`src/osd_consts.svh`:
```
// Purpose: Constants for the oversample decimator.
// Assumes: 12-bit unsigned conversion results, 40 MHz system clock.
// Notes:   Included by every other file of the project, bench and ADC model too.
`ifndef OSD_CONSTS_SVH
`define OSD_CONSTS_SVH
`define OSD_SAMPLE_W    12
`define OSD_SUM_W       16
`define OSD_MAX_VBITS   2
`define OSD_VBITS_W     2
`define OSD_ROUND_BIT   3
`define OSD_MODE_W      2
`define OSD_RST_VBITS   2'h2
`define OSD_RST_MODE    2'h0
`endif

```
`src/osd_pkg.sv`:
```
// Purpose: Types for the oversample decimator.
// Assumes: Constants come from osd_consts.svh.
// Notes:   Holds types only.
`include "osd_consts.svh"
package osd_pkg;
   typedef enum logic [`OSD_MODE_W-1:0] {
      OSD_TRUNC = 2'h0,
      OSD_ROUND = 2'h1,
      OSD_EXTEND = 2'h2
   } osd_mode_t;
endpackage : osd_pkg

```
`src/osd_reduce.sv`:
```
// Purpose: Reduces an interval sum to the output word for the chosen mode.
// Assumes: Sum is the plain total of 4**n samples, n = vbits.
// Notes:   Purely combinational; the caller registers the result.
`include "osd_consts.svh"
module osd_reduce (
   input  wire logic [`OSD_SUM_W-1:0]   sum,
   input  wire logic [`OSD_VBITS_W-1:0] vbits,
   input  wire osd_pkg::osd_mode_t      mode,
   output logic      [`OSD_SUM_W-1:0]   word
);
   logic [`OSD_SUM_W-1:0] scaled;
   logic [`OSD_SUM_W-1:0] aligned;
   always_comb begin
      // Divide by 2**n, giving 12+n significant bits.
      scaled = sum >> vbits;
      // Align to the 16-bit frame so upper bits are the native 12.
      aligned = scaled << (`OSD_MAX_VBITS * 2 - vbits);
      unique case (mode)
         osd_pkg::OSD_TRUNC:
            word = {4'h0, aligned[`OSD_SUM_W-1:4]};
         osd_pkg::OSD_ROUND:
            // A full-scale sum saturates instead of wrapping to zero.
            word = (aligned[`OSD_SUM_W-1:4] == 12'hFFF) ?
                   16'h0FFF :
                   {4'h0, aligned[`OSD_SUM_W-1:4]
                          + {11'h000, aligned[`OSD_ROUND_BIT]}};
         default:
            // Extended keeps all 12+n bits of the kept sum, low-aligned.
            word = scaled;
      endcase
   end
endmodule : osd_reduce

```
`src/osd_decimator.sv`:
```
// Purpose: Sums 4**n ADC results per interval and emits one reduced word.
// Assumes: Results arrive as one-cycle strobes on sys_clk from on-chip logic.
// Notes:   Configuration inputs are sampled only at interval starts.
`include "osd_consts.svh"
module osd_decimator (
   input  wire logic                     sys_clk,
   input  wire logic                     sys_rst,
   input  wire logic                     adc_valid,
   input  wire logic [`OSD_SAMPLE_W-1:0] adc_result,
   input  wire logic [`OSD_VBITS_W-1:0]  cfg_vbits,
   input  wire osd_pkg::osd_mode_t       cfg_mode,
   input  wire logic                     cfg_interleave,
   output logic      [`OSD_SUM_W-1:0]    out_data,
   output logic                          out_valid,
   output logic                          out_is_raw
);
   // Settings are held in the state, so a change in mid-interval only
   // takes effect at the next interval start.
   typedef struct packed {
      logic [`OSD_SUM_W-1:0]   acc;
      logic [`OSD_SUM_W-1:0]   cnt;
      logic [`OSD_VBITS_W-1:0] vbits;
      osd_pkg::osd_mode_t      mode;
      logic                    ilv;
      logic [`OSD_SUM_W-1:0]   data;
      logic                    valid;
      logic                    is_raw;
      logic                    done;
   } osd_state_t;

   osd_state_t st_r;
   osd_state_t st_nxt;
   logic [`OSD_SUM_W-1:0] last_count;
   logic [`OSD_SUM_W-1:0] total;
   logic [`OSD_SUM_W-1:0] reduced;
   logic [`OSD_VBITS_W-1:0] eff_vbits;
   logic                    start;
   logic [`OSD_VBITS_W-1:0] cur_vbits;
   osd_pkg::osd_mode_t      cur_mode;
   logic                    cur_ilv;
   logic                    last_sample;

   // The first sample of an interval already belongs to the new settings,
   // so they come straight from the inputs then; later samples of the
   // interval use the copy latched with that first sample.
   assign start = (st_r.cnt == 16'h0000);
   assign cur_vbits = start ? cfg_vbits : st_r.vbits;
   assign cur_mode = start ? cfg_mode : st_r.mode;
   assign cur_ilv = start ? cfg_interleave : st_r.ilv;
   // Above two virtual bits the 16-bit frame would overflow, so clamp.
   assign eff_vbits = (cur_vbits > `OSD_VBITS_W'(`OSD_MAX_VBITS)) ?
                      `OSD_VBITS_W'(`OSD_MAX_VBITS) : cur_vbits;
   // One less than 4**n, so the compare hits on the interval's last sample.
   assign last_count = (16'h0001 << (eff_vbits * 2)) - 16'h0001;
   assign last_sample = adc_valid && (st_r.cnt == last_count);
   assign total = st_r.acc + {4'h0, adc_result};

   // The word is reduced from this cycle's total, so it is registered on
   // the same edge that takes the interval's last sample.
   osd_reduce u_reduce (
      .sum   (total),
      .vbits (eff_vbits),
      .mode  (cur_mode),
      .word  (reduced)
   );

   always_comb begin
      st_nxt = st_r;
      st_nxt.valid = 1'b0;
      st_nxt.is_raw = 1'b0;
      st_nxt.done = 1'b0;
      if (adc_valid) begin
         if (start) begin
            st_nxt.vbits = cfg_vbits;
            st_nxt.mode = cfg_mode;
            st_nxt.ilv = cfg_interleave;
         end
         // The last sample is never emitted raw: its slot carries the
         // decimated word, which keeps the interleaved output at one word per sample.
         if (st_r.cnt == last_count) begin
            st_nxt.acc = 16'h0000;
            st_nxt.cnt = 16'h0000;
            st_nxt.data = reduced;
            st_nxt.valid = 1'b1;
            st_nxt.done = 1'b1;
         end else begin
            st_nxt.acc = total;
            st_nxt.cnt = st_r.cnt + 16'h0001;
            if (cur_ilv) begin
               // The raw sample rides at the native 12-bit alignment.
               st_nxt.data = {4'h0, adc_result};
               st_nxt.valid = 1'b1;
               st_nxt.is_raw = 1'b1;
            end
         end
      end
   end

   always_ff @(posedge sys_clk) begin
      if (sys_rst) begin
         st_r <= '0;
         // Latched settings are never read before the first sample replaces them.
         st_r.vbits <= `OSD_RST_VBITS;
         st_r.mode <= osd_pkg::OSD_TRUNC;
      end else begin
         st_r <= st_nxt;
      end
   end

   assign out_data = st_r.data;
   assign out_valid = st_r.valid;
   assign out_is_raw = st_r.is_raw;
endmodule : osd_decimator

```
`config.mk`:
```
export PLATFORM = sky130hd
export DESIGN_NAME = osd_decimator
export DESIGN_NICKNAME = d
export VERILOG_FILES = /design/src/osd_pkg.sv /design/src/osd_reduce.sv /design/src/osd_decimator.sv
export VERILOG_INCLUDE_DIRS = /design/src
export SDC_FILE = /design/constraint.sdc
export NUM_CORES = 1
export LEC_CHECK = 0
export ABC_AREA = 1
export BUFFER_PORTS_ARGS = -buffer_cell sky130_fd_sc_hd__buf_2
export CAP_MARGIN = 10
export CORE_ASPECT_RATIO = 0.9
export CORE_MARGIN = 5
export CORE_UTILIZATION = 40
export DETAILED_ROUTE_END_ITERATION = 12
export PLACE_DENSITY = 0.58
export SETUP_SLACK_MARGIN = 0.5
export SLEW_MARGIN = 0
export SYNTH_ARGS = -nofsm -noshare
export SYNTH_HDL_FRONTEND = slang
export SYNTH_HIERARCHICAL = 1
export SYNTH_SLANG_ARGS = --single-unit
```
`constraint.sdc`:
```
create_clock -name sys_clk -period 7.6 [get_ports sys_clk]
set_input_delay 1.14 -clock sys_clk [delete_from_list [all_inputs] [get_ports sys_clk]]
set_output_delay 1.14 -clock sys_clk [all_outputs]
set_load 0.1 [all_outputs]
```
==> run_results.csv <==
group,metric,value,unit
route,met2_length,6.42,mm
hold_path,worstHoldPathType,"reg -> reg",
route,drt-met1-wl,7.20,mm
cts,cts_buffer_depth,2,
route,finalWirelength,14.7,mm
cells_and_area,layout.nets,845,
cts,postCtsHoldBufs,0,
cells_and_area,fillCellCount,1402,
yosys,synth_area_leaders,"dfxtp_1 (22%), nand3_1 (16%), nand2_1 (15%)",
global_route,overflow,0,
worst_setup_path,reg2reg_depth,28,
timing,rsz0062_at_grt,"no",
cts,cts_buffers,5,
cts,clk_latency,0.30,ns
timing,setup_viol,0,
route,vias_per_cell,5.34,
yosys,ys_seq_area_share,21.8,%
timing,skew,0.00501,ns
route,drtPass1Iterations,5,
yosys,synth_fp_nets,855,
worst_setup_path,endpoint_kind,"register",
placed_design,gp_congestion,0.948,
cells_and_area,antennaDiodeCount,0,
power_and_ir_drop,p_per_area,272,mW/mm^2
worst_setup_path,crit_end,"out_data[6]",
yosys,synth_edf_count,0,
power_and_ir_drop,p_leak,2.52,nW
cells_and_area,multiInputGateArea,0.00330,sq mm
timing,tightest_slew,0.742,ns
global_route,grt_usage,20.1,%
yosys,synth_cells,817,
worst_setup_path,cp_common_cell,"nand2_1",
timing,period_share,67.8,%
timing,fmax,194,MHz
route,via_count,5186,
route,drc_errors,0,
floorplanning,start_util,40.4,%
global_route,antenna_found_initial,0,
yosys,yosys_warnings,6,
floorplanning,dieArea,0.0150,sq mm
worst_setup_path,worstReg2RegStart,"st_r[24]",
route,dr_wl_met3,818,um
route,top_layer_used,"met4",
timing,setup_tns,0,ns
worst_setup_path,max_stage_delay,0.73,ns
worst_setup_path,reg2reg_to,"out_data[6]",
worst_setup_path,crit_fanout,32,
floorplanning,die_w,129,um
power_and_ir_drop,share_clk_of_total_power,16.6,%
power_and_ir_drop,max-vdd-ir-drop,107,uV
power_and_ir_drop,power.switching,745,uW
timing,finalHoldViolations,0,
power_and_ir_drop,p_seq_share,22.7,%
cts,htreeDepth,2,
worst_setup_path,crit_arrival,5.35,ns
power_and_ir_drop,total_power,1.42,mW
route,drt_iter0_markers,412,
yosys,netlist_top_cells_count,"nand2_1 (199), nand3_1 (163), nor2_1 (86)",
cells_and_area,area_growth,3.24,%
yosys,synth_top_area_share,21.8,%
route,antenna_left,0,
worst_setup_path,start_kind,"register",
global_route,grt_max_degree,37,
floorplanning,core_area,0.0125,sq mm
timing,maxSlewHeadroom,50.5,%
cts,ctsResizeCount,0,
timing,period_needed,5.15,ns
worst_setup_path,cp-startpoint,"st_r[24]",
power_and_ir_drop,p_int,678,uW
yosys,synth_cell_types,45,
floorplanning,ios,38,
floorplanning,fp.dieH,117,um
route,wl_per_cell,15.1,um
cells_and_area,drive_gt1_share,12.1,%
worst_setup_path,worst_ep_required_time,7.80,ns
global_route,grt_pass1_wl,24.5,mm
yosys,synth_area,0.00506,sq mm
placed_design,io_buffers,37,
yosys,syn_avg_cell_area,6.19,sq um
timing,drv_slew,0,
placed_design,dpl.hpwl,11.3,mm
power_and_ir_drop,swShare,52.4,%
cts,cts.sinks,55,
cts,cts_tree,"yes",
cts,post_cts_buffers,0,
cts,cts-root-buf,"clkbuf_16",
hold_path,whs_path_depth,2,
yosys,synth_seq_cells,55,
cts,clk_pin_slew,0.07,ns
outcome,outcome,"finished clean",
worst_setup_path,crit_path_top_delay_cell,"ha_1",
worst_setup_path,r2r_slack,2.45,ns
yosys,synth_ff_type,"dfxtp_1",
worst_setup_path,critPathKind,"reg -> reg",
job,maxCapViolations,0,
floorplanning,rows,39,
yosys,synth_area_leader_cell,"dfxtp_1",
yosys,yosysMostFrequentCell,"nand2_1",
yosys,synthArstFlopShare,0,%
power_and_ir_drop,pwr-share-comb,60.7,%
global_route,first_global_vias,4828,
cells_and_area,seq_area,0.00110,sq mm
==> worst min path at each step <==
stage / startpoint / to
detailed placement: st_r[19] / st_r[19]
finish: st_r[20] / st_r[20]
floorplan: st_r[20] / st_r[20]
global route: st_r[43] / st_r[43]
global placement: st_r[20] / st_r[20]
CTS: st_r[20] / st_r[20]
==> cell type report <==
cell class | instances | area share, %
well taps | 164 | 3.93
repair buffers | 39 | 3.83
flip-flops and latches | 55 | 21.1
multi-input cells | 634 | 63.2
clock inverters | 2 | 0.311
clock buffers | 6 | 2.47
inverters | 72 | 5.22
==> stage by stage <==
step	utilization (%)	worst slack, ns	hold WS, ns	std cells	area (sq um)
final	41.7	2.45	0.461	972	5230
after global routing	41.7	1.91	0.489	972	5230
after CTS	41.7	2.55	0.466	972	5230
after detailed placement	40.5	2.26	0.454	964	5080
after global placement	40.5	2.32	0.444	964	5080
after floorplan	-	3.41	0.430	817	5060
==> placed cells by master (no fill, tap or decap), types with 5 or more instances in the layout <==
cell type / n
nand2_1: 199
nand3_1: 163
nor2_1: 85
inv_1: 70
dfxtp_1: 55
a21oi_1: 43
buf_2: 37
ha_1: 17
nand3_2: 16
nand2_2: 13
nand4_1: 12
xor2_1: 10
o21ai_0: 9
nor2_2: 8
nor3_1: 8
a32oi_1: 8
xnor2_1: 6
clkbuf_16: 5
==> routing by layer <==
metal | vias to the layer above | track usage (%)
met3 | 18 | 3.29
met4 | 0 | 4.83
met2 | 130 | 32.1
met1 | 2378 | 28.6
met5 | - | 0
li1 | 2660 | -
==> sequential cells by signal, indices dropped and copies added, names as in the netlist <==
signal,count
out_data,16
out_valid,1
st_r,37
out_is_raw,1
==> worst max-delay path, delay by kind of cell (launching register included) <==
| family | cells | cell delay (ns) |
|---|---|---|
| adder cells (fa/ha/maj) | 4 | 1.26 |
| buffers and inverters | 5 | 1.19 |
| flip-flops | 1 | 0.34 |
| AND/OR/NAND/NOR | 19 | 2.26 |
==> power by group through the flow <==
| stage | registers, mW | logic [mW] | clock network [mW] |
|---|---|---|---|
| 2_1_floorplan | 0.334 | 0.694 | 0 |
| 3_3_place_gp | 0.329 | 0.857 | 0 |
| 3_5_place_dp | 0.330 | 0.852 | 0 |
| 4_1_cts | 0.323 | 0.855 | 0.244 |
| 5_1_grt | 0.327 | 0.961 | 0.255 |
| 6_report | 0.323 | 0.864 | 0.236 |
==> cell families (layout without fill, tap and decap cells) <==
logic type      count (synthesis)  in the layout  synth area share, %
simple gates                  522            522                 48.5
buf+inv                       128            119                 13.1
compound gates                 78             78                 9.30
flops                          55             55                 21.8
fa+ha+maj                      18             18                 4.60
xor+xnor                       16             16                 2.77
Power figures use the tool's default switching activity.
